===== src/verilog/wit_pkg.sv =====
// Constants shared by the watchdog/interval timer: register map, keys,
// field positions, reset values and cycle counts.
// Assumes a 200 MHz core clock; all counts are in core clock cycles.
package wit_pkg;

  // ----------------------------------------------------------------
  // Register addresses
  // ----------------------------------------------------------------
  localparam logic [31:0] ADDR_TCS_WR = 32'hFFFF_8610; // Shared count/control write word.
  localparam logic [31:0] ADDR_RCS_WR = 32'hFFFF_8612; // Reset control write word.
  localparam logic [31:0] ADDR_TCS_RD = 32'hFFFF_8610; // Control/status byte read.
  localparam logic [31:0] ADDR_CNT_RD = 32'hFFFF_8611; // Counter byte read.
  localparam logic [31:0] ADDR_RCS_RD = 32'hFFFF_8613; // Reset control byte read.

  // ----------------------------------------------------------------
  // Write keys carried in the upper byte of a word write
  // ----------------------------------------------------------------
  localparam logic [7:0] KEY_COUNT      = 8'h5A;
  localparam logic [7:0] KEY_CTRL       = 8'hA5;
  localparam logic [7:0] RCS_CLEAR_DATA = 8'h00;

  // ----------------------------------------------------------------
  // Field positions
  // ----------------------------------------------------------------
  localparam int TCS_FLAG_BIT = 7;
  localparam int TCS_MODE_BIT = 6;
  localparam int TCS_RUN_BIT  = 5;
  localparam int TCS_SEL_MSB  = 2;
  localparam int RCS_FLAG_BIT = 7;
  localparam int RCS_EN_BIT   = 6;
  localparam int RCS_TYPE_BIT = 5;

  // ----------------------------------------------------------------
  // Reset values and read masks
  // ----------------------------------------------------------------
  localparam logic [7:0] TCS_RESET     = 8'h18;
  localparam logic [7:0] RCS_RESET     = 8'h1F;
  localparam logic [7:0] CNT_RESET     = 8'h00;
  localparam logic [7:0] TCS_RSVD_MASK = 8'h18; // Reserved bits read as one.
  localparam logic [7:0] RCS_RSVD_MASK = 8'h1F;
  localparam logic [7:0] COUNT_MAX     = 8'hFF;
  localparam logic [2:0] SEL_RESET     = 3'h0;

  // ----------------------------------------------------------------
  // Timing
  // ----------------------------------------------------------------
  localparam int OUT_LOW_CYCLES = 128;
  localparam int INT_RST_CYCLES = 512;
  localparam int PRESCALE_W     = 13;
  // Log2 of the eight division ratios 2..8192, in select-code order.
  localparam int DIV_SHIFT [8] = '{1, 6, 7, 8, 9, 10, 12, 13};

  // Bus access size.
  typedef enum logic [1:0] {
    WIT_SZ_BYTE = 2'b00,
    WIT_SZ_WORD = 2'b01,
    WIT_SZ_LONG = 2'b10
  } wit_size_e;

endpackage


===== src/verilog/wit_tick_if.sv =====
// Interface carrying the eight divided-clock enable pulses.
// Assumes producer and consumer share core_clk.
`timescale 1ns/1ps
interface wit_tick_if;
  logic [7:0] tick;
  modport source (output tick);
  modport sink   (input  tick);
endinterface


===== src/verilog/wit_prescaler.sv =====
// Free-running prescaler producing one-cycle enables at eight rates.
// Assumes a synchronous active-high reset on core_clk.
`timescale 1ns/1ps
module wit_prescaler (
  // Clock and reset
  input  logic          core_clk,
  input  logic          rst,
  // Enable pulses
  wit_tick_if.source    ticks
);
  import wit_pkg::*;

  logic [PRESCALE_W-1:0] prescale_reg;

  // The counter never stops, so every rate stays phase-locked to the others.
  always_ff @(posedge core_clk) begin
    if (rst) begin
      prescale_reg <= '0;
    end else begin
      prescale_reg <= prescale_reg + 1'b1;
    end
  end

  // RULE23: rate enables
  // Each enable fires when the low bits of the prescaler are all ones.
  for (genvar i = 0; i < 8; i++) begin : g_tick
    assign ticks.tick[i] = &prescale_reg[DIV_SHIFT[i]-1:0];
  end
endmodule


===== src/verilog/wit_pulse.sv =====
// Fixed-length pulse generator with a selectable idle level.
// Assumes fire is a one-cycle strobe; a new fire restarts the pulse.
`timescale 1ns/1ps
module wit_pulse #(
  parameter int         LENGTH = 128,
  parameter logic       IDLE   = 1'b0
) (
  // Clock and reset
  input  logic core_clk,
  input  logic rst,
  // Trigger and output
  input  logic fire,
  output logic level_reg
);
  localparam int CW = $clog2(LENGTH + 1);

  if (LENGTH < 1) begin : g_bad_len
    $error("Pulse length must be at least one cycle.");
  end

  logic [CW-1:0] left_reg;

  // The output turns active the cycle after fire and stays so for LENGTH cycles.
  always_ff @(posedge core_clk) begin
    if (rst) begin
      left_reg  <= '0;
      level_reg <= IDLE;
    end else if (fire) begin
      left_reg  <= CW'(LENGTH);
      level_reg <= ~IDLE;
    end else if (left_reg != '0) begin
      left_reg  <= left_reg - 1'b1;
      if (left_reg == CW'(1)) begin
        level_reg <= IDLE;
      end
    end
  end

endmodule


===== src/verilog/wit_timer.sv =====
// Watchdog / interval timer top: keyed register port, 8-bit counter,
// overflow output, interval interrupt and internal reset request.
// Assumes bus strobes are synchronous to core_clk and last one cycle.
//
// Notes on behaviour
// RULE1: Eight-bit up-counter advances on selected enable while run is set.
// RULE2: Wrap from FF to 00 raises overflow output or interval interrupt.
// RULE3: Counter clears on power-on and while run is zero; standby keeps it.
// RULE4: External manual reset leaves counter alone; watchdog self-reset clears it.
// RULE5: Flag, mode and run clear on power-on and on standby entry.
// RULE6: Clock select clears on power-on, survives standby.
// RULE7: Control fields survive external manual reset, clear on watchdog self-reset.
// RULE8: Control bits four and three always read as one.
// RULE9: Interval flag sets on interval-mode overflow only, never in watchdog mode.
// RULE10: Flag clears only after being read as one, then written zero.
// RULE11: Writing one to either status bit seven does nothing.
// RULE12: Mode zero gives interval interrupt, mode one the external overflow output.
// RULE13: Run zero holds counter at zero; run one starts counting.
// RULE14: Select codes pick divide by 2,64,128,256,512,1024,4096,8192.
// RULE15: Overflow comes 256 selected periods after counting starts at zero.
// RULE16: Watchdog overflow drives output and optionally a typed internal reset.
// RULE17: Software writes these registers only with word accesses.
// RULE18: Software reads these registers only with byte accesses.
// RULE19: Shared word address: key 5A loads counter, A5 loads control, others ignored.
// RULE20: Reset control: A5 with 00 clears flag; 5A copies bits six and five.
// RULE21: Overflow output stays low for 128 clock cycles.
// RULE22: Internal reset request lasts 512 cycles, starting with the overflow output.
// RULE23: Counter rates are one-cycle enables from a free-running prescaler.
`timescale 1ns/1ps
module wit_timer (
  // Clock and power-on reset
  input  logic              core_clk,
  input  logic              rst,
  // Standby mode level from the power controller
  input  logic              standby,
  // Register port
  input  logic              bus_rd_en,
  input  logic              bus_wr_en,
  input  wit_pkg::wit_size_e bus_size,
  input  logic [31:0]       bus_addr,
  input  logic [15:0]       bus_wdata,
  output logic [7:0]        bus_rdata,
  // Timer outputs
  output logic              overflow_out_n,
  output logic              interval_irq,
  output logic              internal_reset_req,
  output logic              internal_reset_manual
);
  import wit_pkg::*;

  // ----------------------------------------------------------------
  // State
  // ----------------------------------------------------------------
  logic [7:0] watchdog_count_reg;
  logic       interval_overflow_flag_reg;
  logic       mode_select_reg;
  logic       timer_run_reg;
  logic [2:0] clock_div_select_reg;
  logic       watchdog_overflow_flag_reg;
  logic       internal_reset_enable_reg;
  logic       internal_reset_type_reg;
  logic       flag_seen_reg;
  logic       wd_flag_seen_reg;
  logic [7:0] rdata_reg;
  logic       reset_manual_reg;
  logic       out_level_n;
  logic       rst_level;

  wit_tick_if ticks ();

  wit_prescaler u_prescaler (
    .core_clk (core_clk),
    .rst      (rst),
    .ticks    (ticks)
  );

  // ----------------------------------------------------------------
  // Access decode
  // ----------------------------------------------------------------
  // RULE17: word writes only
  // RULE19: key decode
  // Byte and long writes never match, so they leave every register untouched.
  wire       wr_word    = bus_wr_en && (bus_size == WIT_SZ_WORD);
  wire [7:0] wr_key     = bus_wdata[15:8];
  wire [7:0] wr_low     = bus_wdata[7:0];
  wire       wr_cnt     = wr_word && (bus_addr == ADDR_TCS_WR) && (wr_key == KEY_COUNT);
  wire       wr_tcs     = wr_word && (bus_addr == ADDR_TCS_WR) && (wr_key == KEY_CTRL);
  // RULE20: reset control keys
  wire       wr_rcs_clr = wr_word && (bus_addr == ADDR_RCS_WR) && (wr_key == KEY_CTRL)
                          && (wr_low == RCS_CLEAR_DATA);
  wire       wr_rcs_cfg = wr_word && (bus_addr == ADDR_RCS_WR) && (wr_key == KEY_COUNT);
  // RULE18: byte reads only
  wire       rd_byte    = bus_rd_en && (bus_size == WIT_SZ_BYTE);
  wire       rd_tcs     = rd_byte && (bus_addr == ADDR_TCS_RD);
  wire       rd_cnt     = rd_byte && (bus_addr == ADDR_CNT_RD);
  wire       rd_rcs     = rd_byte && (bus_addr == ADDR_RCS_RD);

  // ----------------------------------------------------------------
  // Counting and overflow
  // ----------------------------------------------------------------
  // RULE14: rate select
  wire tick_sel  = ticks.tick[clock_div_select_reg];
  // RULE13: run gating
  // Standby gates the count enable, so the counter holds its value while standby is high.
  wire count_en  = timer_run_reg && tick_sel && !standby;
  // RULE2: wrap detection
  // A keyed counter write in the same cycle wins, so no overflow is reported.
  wire overflow  = count_en && (watchdog_count_reg == COUNT_MAX) && !wr_cnt;
  // RULE12: mode routing
  wire wdt_wrap  = overflow && mode_select_reg;
  wire itv_wrap  = overflow && !mode_select_reg;
  // RULE16: optional internal reset
  wire rst_fire  = wdt_wrap && internal_reset_enable_reg;

  // RULE3: clear and hold
  // RULE4: self-reset clears
  // RULE15: 256 enable periods
  // The counter has no manual-reset input: an external manual reset leaves it alone.
  always_ff @(posedge core_clk) begin
    if (rst) begin
      watchdog_count_reg <= CNT_RESET;
    end else if (standby) begin
      watchdog_count_reg <= watchdog_count_reg;
    end else if (wdt_wrap || !timer_run_reg) begin
      watchdog_count_reg <= CNT_RESET;
    end else if (wr_cnt) begin
      watchdog_count_reg <= wr_low;
    end else if (count_en) begin
      // RULE1: count up
      watchdog_count_reg <= watchdog_count_reg + 8'h01;
    end
  end

  // ----------------------------------------------------------------
  // Timer control/status
  // ----------------------------------------------------------------
  // RULE10: read-then-write clear
  // RULE11: write one ignored
  // The clear needs a prior read of the flag as one; any keyed control write uses that read up.
  wire flag_clr    = wr_tcs && !wr_low[TCS_FLAG_BIT] && flag_seen_reg;
  wire wd_flag_clr = wr_rcs_clr && wd_flag_seen_reg;

  always_ff @(posedge core_clk) begin
    if (rst) begin
      flag_seen_reg    <= 1'b0;
      wd_flag_seen_reg <= 1'b0;
    end else begin
      flag_seen_reg    <= rd_tcs ? interval_overflow_flag_reg : (flag_seen_reg && !wr_tcs);
      wd_flag_seen_reg <= rd_rcs ? watchdog_overflow_flag_reg : (wd_flag_seen_reg && !wr_rcs_clr);
    end
  end

  // RULE5: standby clears
  // RULE9: interval-only flag
  // The set beats a same-cycle clear so an overflow is never lost.
  always_ff @(posedge core_clk) begin
    if (rst || standby || wdt_wrap) begin
      interval_overflow_flag_reg <= TCS_RESET[TCS_FLAG_BIT];
    end else if (itv_wrap) begin
      interval_overflow_flag_reg <= 1'b1;
    end else if (flag_clr) begin
      interval_overflow_flag_reg <= 1'b0;
    end
  end

  // RULE7: self-reset initializes
  // A watchdog overflow always reinitializes the control fields, which stops the count.
  always_ff @(posedge core_clk) begin
    if (rst || wdt_wrap) begin
      mode_select_reg <= TCS_RESET[TCS_MODE_BIT];
      timer_run_reg   <= TCS_RESET[TCS_RUN_BIT];
    end else if (standby) begin
      mode_select_reg <= 1'b0;
      timer_run_reg   <= 1'b0;
    end else if (wr_tcs) begin
      mode_select_reg <= wr_low[TCS_MODE_BIT];
      timer_run_reg   <= wr_low[TCS_RUN_BIT];
    end
  end

  // RULE6: select survives standby
  always_ff @(posedge core_clk) begin
    if (rst || wdt_wrap) begin
      clock_div_select_reg <= SEL_RESET;
    end else if (wr_tcs && !standby) begin
      clock_div_select_reg <= wr_low[TCS_SEL_MSB:0];
    end
  end

  // ----------------------------------------------------------------
  // Reset control/status
  // ----------------------------------------------------------------
  // RULE20: flag and config writes
  // Standby returns the register to its reset image; the watchdog's own reset does not.
  always_ff @(posedge core_clk) begin
    if (rst || standby) begin
      watchdog_overflow_flag_reg <= RCS_RESET[RCS_FLAG_BIT];
      internal_reset_enable_reg  <= RCS_RESET[RCS_EN_BIT];
      internal_reset_type_reg    <= RCS_RESET[RCS_TYPE_BIT];
    end else begin
      if (wdt_wrap) begin
        watchdog_overflow_flag_reg <= 1'b1;
      end else if (wd_flag_clr) begin
        watchdog_overflow_flag_reg <= 1'b0;
      end
      if (wr_rcs_cfg) begin
        internal_reset_enable_reg <= wr_low[RCS_EN_BIT];
        internal_reset_type_reg   <= wr_low[RCS_TYPE_BIT];
      end
    end
  end

  // ----------------------------------------------------------------
  // Read data
  // ----------------------------------------------------------------
  // RULE8: reserved ones
  wire [7:0] tcs_view = {interval_overflow_flag_reg, mode_select_reg, timer_run_reg, 2'b00,
                         clock_div_select_reg} | TCS_RSVD_MASK;
  wire [7:0] rcs_view = {watchdog_overflow_flag_reg, internal_reset_enable_reg,
                         internal_reset_type_reg, 5'h00} | RCS_RSVD_MASK;
  wire [7:0] rd_mux   = rd_tcs ? tcs_view :
                        rd_cnt ? watchdog_count_reg :
                        rd_rcs ? rcs_view : 8'h00;

  // Read data is registered and answers one cycle after the strobe.
  always_ff @(posedge core_clk) begin
    if (rst) begin
      rdata_reg <= 8'h00;
    end else if (bus_rd_en) begin
      rdata_reg <= rd_mux;
    end
  end

  // ----------------------------------------------------------------
  // Output pulses
  // ----------------------------------------------------------------
  // RULE21: overflow output
  wit_pulse #(.LENGTH(OUT_LOW_CYCLES), .IDLE(1'b1)) u_out_pulse (
    .core_clk  (core_clk),
    .rst       (rst),
    .fire      (wdt_wrap),
    .level_reg (out_level_n)
  );

  // RULE22: internal reset
  wit_pulse #(.LENGTH(INT_RST_CYCLES), .IDLE(1'b0)) u_rst_pulse (
    .core_clk  (core_clk),
    .rst       (rst),
    .fire      (rst_fire),
    .level_reg (rst_level)
  );

  // The type is latched at the overflow so a later write cannot change a pulse in flight.
  always_ff @(posedge core_clk) begin
    if (rst) begin
      reset_manual_reg <= 1'b0;
    end else if (rst_fire) begin
      reset_manual_reg <= internal_reset_type_reg;
    end
  end

  assign bus_rdata             = rdata_reg;
  assign overflow_out_n        = out_level_n;
  assign interval_irq          = interval_overflow_flag_reg;
  assign internal_reset_req    = rst_level;
  assign internal_reset_manual = reset_manual_reg;

  logic [9:0] rst_len_reg;
  always_ff @(posedge core_clk) begin
    if (rst || !internal_reset_req) begin
      rst_len_reg <= 10'h000;
    end else begin
      rst_len_reg <= rst_len_reg + 10'h001;
    end
  end
endmodule


===== config.mk =====
export PLATFORM = sky130hd
export DESIGN_NAME = wit_timer
export DESIGN_NICKNAME = d
export VERILOG_FILES = /design/src/verilog/wit_pkg.sv /design/src/verilog/wit_tick_if.sv /design/src/verilog/wit_prescaler.sv /design/src/verilog/wit_pulse.sv /design/src/verilog/wit_timer.sv
export SDC_FILE = /design/constraint.sdc
export NUM_CORES = 1
export LEC_CHECK = 0
export ABC_AREA = 1
export BUFFER_PORTS_ARGS = -buffer_cell sky130_fd_sc_hd__buf_4
export CAP_MARGIN = 20
export CORE_ASPECT_RATIO = 0.6
export CORE_MARGIN = 8
export CORE_UTILIZATION = 34
export CTS_CLUSTER_SIZE = 40
export DETAILED_ROUTE_END_ITERATION = 6
export SYNTH_ARGS = -nofsm -noshare
export SYNTH_HDL_FRONTEND = slang
export SYNTH_SLANG_ARGS = --single-unit

===== constraint.sdc =====
create_clock -name core_clk -period 2.62 [get_ports core_clk]
set_input_delay 0.524 -clock core_clk [delete_from_list [all_inputs] [get_ports core_clk]]
set_output_delay 0.524 -clock core_clk [all_outputs]
set_load 0.1 [all_outputs]

# [Word level (Yosys, flattened, before mapping)]
# Cells that the tools add are included.
[word_totals] input_bits=55 reg_bits=61
[classes] eq_ne=10 reduce_logical=60 n_mux=24 bitwise_logic=1 addsub=4 magnitude_cmp=1
[ops] op="$eq 32x32->1 const B" n=4
[ops] op="$mux 8" n=8
[ops] op="$logic_and 1x1->1" n=25
[ops] op="$mux 10" n=2
[ops] op="$eq 8x8->1 const B" n=2
[ops] op="$add 13x1->13 const B" n=1
[ops] op="$mux 1" n=13
[ops] op="$reduce_and 13->1" n=1
[ops] op="$reduce_and 12->1" n=1
[ops] op="$reduce_bool 2->1" n=6
[ops] op="$eq 10x1->1 const B" n=1
[ops] op="$reduce_and 10->1" n=1
[ops] op="$reduce_bool 10->1" n=1
[ops] op="$sub 10x1->10 const B" n=1
[ops] op="$reduce_and 9->1" n=1
[ops] op="$add 8x1->8 const B" n=1
[ops] op="$eq 8x1->1 const B" n=1
[ops] op="$eq 8x7->1 const B" n=1
[ops] op="$logic_not 8->1" n=1
[ops] op="$reduce_and 8->1" n=1
[ops] op="$reduce_bool 8->1" n=1
[ops] op="$sub 8x1->8 const B" n=1
[ops] op="$logic_not 1->1" n=7
[ops] op="$reduce_and 7->1" n=1
[ops] op="other kinds (10)" n=17

# [Logic depth before layout (Yosys ltp)]
[depth] word_depth=11 depth_mapped=16 depth_no_buf=16

# [Cells and area by module]
# From an unflattened synthesis, not the netlist that was laid out.
[unflattened] hier_cells=605 hier_area_um2=4018.9
[by_module_without_submodules] module="wit_timer" cells_per_inst=364 area_each_um2=2209.6 n_inst=1
[by_module_without_submodules] module="wit_prescaler" cells_per_inst=91 area_each_um2=670.6 n_inst=1
[by_module_without_submodules] module="wit_pulse at u_rst_pulse" cells_per_inst=79 area_each_um2=619.3 n_inst=1
[by_module_without_submodules] module="wit_pulse at u_out_pulse" cells_per_inst=71 area_each_um2=519.2 n_inst=1

# [Least setup slack after synthesis]
# OpenSTA, ideal clock, no wires.
[synth_path] path_type="reg-to-reg" startpoint="reg u_prescaler.prescale_reg[0]" endpoint="reg watchdog_count_reg[2]" arrival_ns=1.992 required_ns=2.505 period_less_slack_ns=2.107 path_buffers=1 setup_slack_ns=0.513 stages_incl_launch_ff=16 setup_time_ns=0.115 path_cell_list="dfxtp_1 > ha_1 > nand2_1 > nor2_1 > nand2_1 > inv_1 > ha_1 > a21oi_1 > nand2_1 > a21oi_1 > nor2_4 > nor2_1 > nand3_4 > buf_6 > a21oi_1 > nor2_1"
[synth_between] elab_chain_len=11 word_cells_on_any_way=18
[synth_rtl] item="start, declared" line_no="wit_prescaler.sv:13" source="logic [PRESCALE_W-1:0] prescale_reg;"
[synth_rtl] item="start signal, assigned" line_no="wit_prescaler.sv:20" source="prescale_reg <= prescale_reg + 1'b1;"
[synth_rtl] item="$reduce_and 13->1 (tied with other cells)" line_no="wit_prescaler.sv:27" source="assign ticks.tick[i] = &prescale_reg[DIV_SHIFT[i]-1:0];"
[synth_rtl] item="$bmux 1 s3 *" line_no="wit_timer.sv:102" source="wire tick_sel = ticks.tick[clock_div_select_reg];"
[synth_rtl] item="$mux 1 (not written as such) *" line_no="wit_timer.sv:102"
[synth_rtl] item="$logic_and 1x1->1 * (2 in series)" line_no="wit_timer.sv:105" source="wire count_en = timer_run_reg && tick_sel && !standby;"
[synth_rtl] item="$logic_and 1x1->1 (2 in series)" line_no="wit_timer.sv:108" source="wire overflow = count_en && (watchdog_count_reg == COUNT_MAX) && !wr_cnt;"
[synth_rtl] item="$logic_and 1x1->1" line_no="wit_timer.sv:110" source="wire wdt_wrap = overflow && mode_select_reg;"
[synth_rtl] item="$logic_or 1x1->1" line_no="wit_timer.sv:124" source="end else if (wdt_wrap || !timer_run_reg) begin"
[synth_rtl] item="$reduce_bool 3->1 (no source line)"
[synth_rtl] item="$reduce_and 2->1 (no source line)"
[synth_rtl] item="end signal, assigned" line_no="wit_timer.sv:123" source="watchdog_count_reg <= watchdog_count_reg;"
[synth_rtl] item="end signal, assigned" line_no="wit_timer.sv:127" source="watchdog_count_reg <= wr_low;"
[synth_rtl] item="end signal, assigned" line_no="wit_timer.sv:130" source="watchdog_count_reg <= watchdog_count_reg + 8'h01;"
[synth_rtl] item="end, declared" line_no="wit_timer.sv:54" source="logic [7:0] watchdog_count_reg;"
# Mark *: on every way between the ends. The rest lies on a longest branch, timed or not. The select of a mux whose other input is x is not followed.
# A chain may end at the register's enable or synchronous reset.

# [Final worst setup path]
[layout_path] startpoint="reg u_prescaler.prescale_reg[0]" endpoint="reg watchdog_count_reg[5]"
# The elaborated chain is that of the path after synthesis.

==> summary by stage <==
Place
The half-perimeter wire length after detailed placement is ~7700 µm. In this run the cell area measured after placement is 0.00401 mm². Buffers placed on the I/O ports in this run total 66. The cell total after placement is about 700. The pre-CTS setup slack is 250 ps. Routability-driven placement finished with a final weighted congestion of 0.851.

Yosys
After synthesis the netlist holds a flip-flop and latch count of between 60 and 70. The fraction of registers with async set/reset is 0%. The synthesized netlist net count is around 560.

The library cell with the largest summed area after synthesis is sky130_fd_sc_hd__dfxtp_1. The synthesis warning total is 0. The mapped netlist covers about 0.0034 mm². The number of unique standard cell types used by synthesis is 34. The sequential-to-total area share from yosys stat is 36.3%. By area the synthesized netlist is led by sky130_fd_sc_hd__dfxtp_1 (36%), sky130_fd_sc_hd__nand2_1 (11%), sky130_fd_sc_hd__nor2_1 (8.0%), sky130_fd_sc_hd__nand3_1 (7.0%), sky130_fd_sc_hd__inv_1 (6.8%). The synthesized instance count is around 500. The most used flip-flop cell after synthesis is sky130_fd_sc_hd__dfxtp_1. Of the post-synthesis cell area, the dominant cell type holds 36.3%. Dividing the synthesized area by the synthesized cell count gives 6.76 µm². Yosys mapped a number of flops with a built-in enable equal to 0.

STA
For this run, the top clock speed supported by timing is approximately 0.42 GHz. Setup total negative slack on the finished layout was measured at 0 ps. Setup repair after global routing left no endpoint under its margin. The total count of hold-check failures in the final report is 0. The transition time at the pin with the least slew margin is 670 ps.

The final worst setup slack is ~260 ps. The worst pin sits at a relative slew slack of between 50% and 60%. The worst-case hold slack is between 400 and 500 ps. Setup violations remaining at the end of the flow were counted as 0. The setup skew after layout is between 7 and 8 ps. The final worst-path cycle share is roughly 90%. The max-slew violation total from the final report is 0.

For the finished layout, the period the worst path requires is about 2400 ps.

Drt
The detailed router finished its first iteration with between 300 and 400 violations. Dividing the detail-routed wire length by the instance count gives about 14 µm. The number of optimization iterations in the first detailed-route pass is 5.

The number of remaining DRC errors is 0. After detailed routing, the number of vias per cell comes to 4.83. The post-route antenna net violation count is 0. For this block, the routed nets add up to approximately 9900 µm of wire. The total number of vias is ~3400.

Setup path
The standard cell with the maximum stage delay on the critical path is sky130_fd_sc_hd__dfxtp_1. The cell type with the highest occurrence count on the critical path is sky130_fd_sc_hd__nand2_1. The endpoint kind of the worst setup timing path is a register. The data arrival time of the critical path is roughly 2600 ps.

In this design, the stage delay of the slowest critical-path cell is 340 ps. By startpoint and endpoint, the worst setup path is classified as reg -> reg. STA classifies the critical path startpoint as a register. The required time at the worst-slack endpoint is 2850 ps. The critical path goes through ha_1 > nand2_1 > nor2_1 > nand2_1 > inv_1 > ha_1 > a21oi_1 > nand2_1 > a21oi_1 > nor2_4 > nor2_1 > nand3_4 > nand2_1 > nand2_1 > nand2_1 > nor2_1. The register-to-register path setup slack is roughly 260 ps. Of all nets on the critical path, the largest fanout is 15.

CTS
Gates resized during post-CTS repair numbered 0. TritonCTS built the clock tree. In this run the clock root is driven by a sky130_fd_sc_hd__clkbuf_16. The number of hold buffers added after CTS is 0.

The clock buffer count from CTS is 9. The number of H-tree branching levels is 3. The clock drives just over 60 sinks. Clock latency on the worst-skew pair, taken at its later pin, is about 330 ps. After clock tree synthesis, the clock-pin slew on the worst setup and hold paths is roughly 60 ps. The maximum clock insertion buffer count is 2.

Cells and area
The flip-flop count of the largest register after layout is 13. The number of inserted filler cells in the final layout is roughly 1000. The number of antenna diodes in the final layout is 0.

The post-layout net count is about 630. The final instance area is between 0.004 and 0.005 mm². The area growth from synthesis to layout is 28.1%. Leaving out filler cells and counting taps, the final layout contains ~710. Of the cells placed in the final design, the portion with a size suffix greater than 1 is between 10% and 20%.

Power
For this design the total switching power over the nets is ~1.0 mW. Combinational logic burns a little over a quarter of the power. The worst-case vdd ir drop is about 0.37 mV. The power density relative to cell area is between 700 and 800 mW/mm². The fraction of power spent switching nets is between 30% and 40%.

In this run the static leakage power is approximately 1.8 nW. The fraction of power consumed by sequential logic is a little under two fifths. The internal portion of the total power is between 2 and 2.5 mW. In this run, the clock network consumes 35.0% of the power.

Die
67 I/O pins were placed. In this run the horizontal extent of the chip is between 100 and 150 µm. The core footprint is 0.00974 mm². The die is 93.0 µm tall. The floorplan has 28 rows. The die covers about 0.013 mm². For this configuration, the core starts out at a cell density of 34.5%.

Global routing
For this run the aggregate overflow at the end of global routing stands at 0. The via count of the first global-routing pass is 3222. The first global-routing pass estimated ~17000 µm of wire.

Entering global routing, the biggest net connects 22 pins. Across every metal layer, demand over resource in global routing totals 15.7%. The initial antenna violation count came to 0.

Hold path
The worst hold path belongs to the class reg -> reg.

Job
The count of max-cap constraint violations is 0.

Run status
The flow ran to the end, and the final reports show no timing, DRC or antenna violations.
[power groups by stage]
stage          Clock (mW)  Combinational [mW]  Sequential [mW]
6_report             1.06               0.815             1.15
3_3_place_gp            0               0.785             1.16
2_1_floorplan           0               0.600             1.15
5_1_grt              1.12               0.925             1.17
4_1_cts              1.08               0.814             1.15
3_5_place_dp            0               0.796             1.16
[final timing paths]
kind                                          startpoint                                    to  cells past startpoint
setup / recovery  u_prescaler.prescale_reg[0]$_SDFF_PP0_    watchdog_count_reg[5]$_SDFFE_PP0P_                     16
hold / removal      u_out_pulse.left_reg[3]$_SDFFE_PP0P_  u_out_pulse.left_reg[3]$_SDFFE_PP0P_                      2
hold reg to reg     u_out_pulse.left_reg[3]$_SDFFE_PP0P_  u_out_pulse.left_reg[3]$_SDFFE_PP0P_                      2
setup reg to reg  u_prescaler.prescale_reg[0]$_SDFF_PP0_    watchdog_count_reg[5]$_SDFFE_PP0P_                     16
[repair_timing]
item	CTS	global route
setup buffers	0	2
endpoints found under the setup margin	0	12
hold endpoints to repair	0	0
[layout make-up]
| cell class | count | area, µm² | area share (%) |
|---|---|---|---|
| clock inverters | 7 | 42.5 | 0.988 |
| flip-flops and latches | 61 | 1220 | 28.4 |
| repair buffers | 72 | 553 | 12.8 |
| clock buffers | 9 | 225 | 5.23 |
| multi-input cells | 362 | 1850 | 42.9 |
| well taps | 135 | 169 | 3.92 |
| inverters | 66 | 248 | 5.75 |
[Yosys cell counts (3+ instances only)]
cell / number
sky130_fd_sc_hd__a211oi_1: 3
sky130_fd_sc_hd__a21oi_1: 45
sky130_fd_sc_hd__a221oi_1: 3
sky130_fd_sc_hd__buf_2: 4
sky130_fd_sc_hd__dfxtp_1: 61
sky130_fd_sc_hd__ha_1: 7
sky130_fd_sc_hd__inv_1: 61
sky130_fd_sc_hd__inv_2: 3
sky130_fd_sc_hd__nand2_1: 99
sky130_fd_sc_hd__nand3_1: 47
sky130_fd_sc_hd__nand3_4: 3
sky130_fd_sc_hd__nand4_1: 9
sky130_fd_sc_hd__nor2_1: 72
sky130_fd_sc_hd__nor2_2: 3
sky130_fd_sc_hd__nor2_4: 3
sky130_fd_sc_hd__nor3_1: 11
sky130_fd_sc_hd__nor4_1: 6
sky130_fd_sc_hd__o21ai_0: 19
sky130_fd_sc_hd__or2_2: 3
sky130_fd_sc_hd__xnor2_1: 6
sky130_fd_sc_hd__xor2_1: 10
[critical path, delay by kind of cell (launching register included)]
family | cells | cell delay, ps
compound gates | 2 | 370
fa+ha+maj | 2 | 420
buf+inv | 1 | 70
flops | 1 | 340
simple gates | 11 | 1060
[cells in the final DEF, fill, tap and decap left out, types with 6 or more instances in the layout]
master and count:
sky130_fd_sc_hd__nand2_1 99, sky130_fd_sc_hd__a21oi_1 45, sky130_fd_sc_hd__nor3_1 11, sky130_fd_sc_hd__nand3_1 47
sky130_fd_sc_hd__o21ai_0 19, sky130_fd_sc_hd__buf_4 71, sky130_fd_sc_hd__dfxtp_1 61, sky130_fd_sc_hd__nor4_1 6
sky130_fd_sc_hd__clkbuf_16 9, sky130_fd_sc_hd__nand4_1 9, sky130_fd_sc_hd__inv_1 61, sky130_fd_sc_hd__ha_1 7
sky130_fd_sc_hd__nor2_1 72, sky130_fd_sc_hd__xor2_1 10, sky130_fd_sc_hd__xnor2_1 6
[routing by layer]
metal  part of all wire (%)  vias up  global-route usage, %  wire length [µm]
met1                     52     1574                   22.7              5150
met3                    5.1        7                   4.32               502
met4                   0.70        0                   3.62                70
met5                      0        -                      0                 0
li1                       -     1785                      -                 -
met2                     42       71                   22.5              4210
[kinds of logic after synthesis]
family          Yosys count  synth area share, %
xor+xnor                 16                 4.17
buf+inv                  74                 8.75
flops                    61                 36.3
simple gates            261                 35.5
compound gates           78                 12.7
fa+ha+maj                 7                 2.61
[per-stage QoR]
stage | util, % | power, mW
floorplan | - | 1.75
global placement | 41.2 | 1.94
detailed placement | 41.2 | 1.96
CTS | 43.9 | 3.04
global route | 44.2 | 3.22
finish | 44.2 | 3.02
Note: power is estimated with default switching activity, not from simulation.
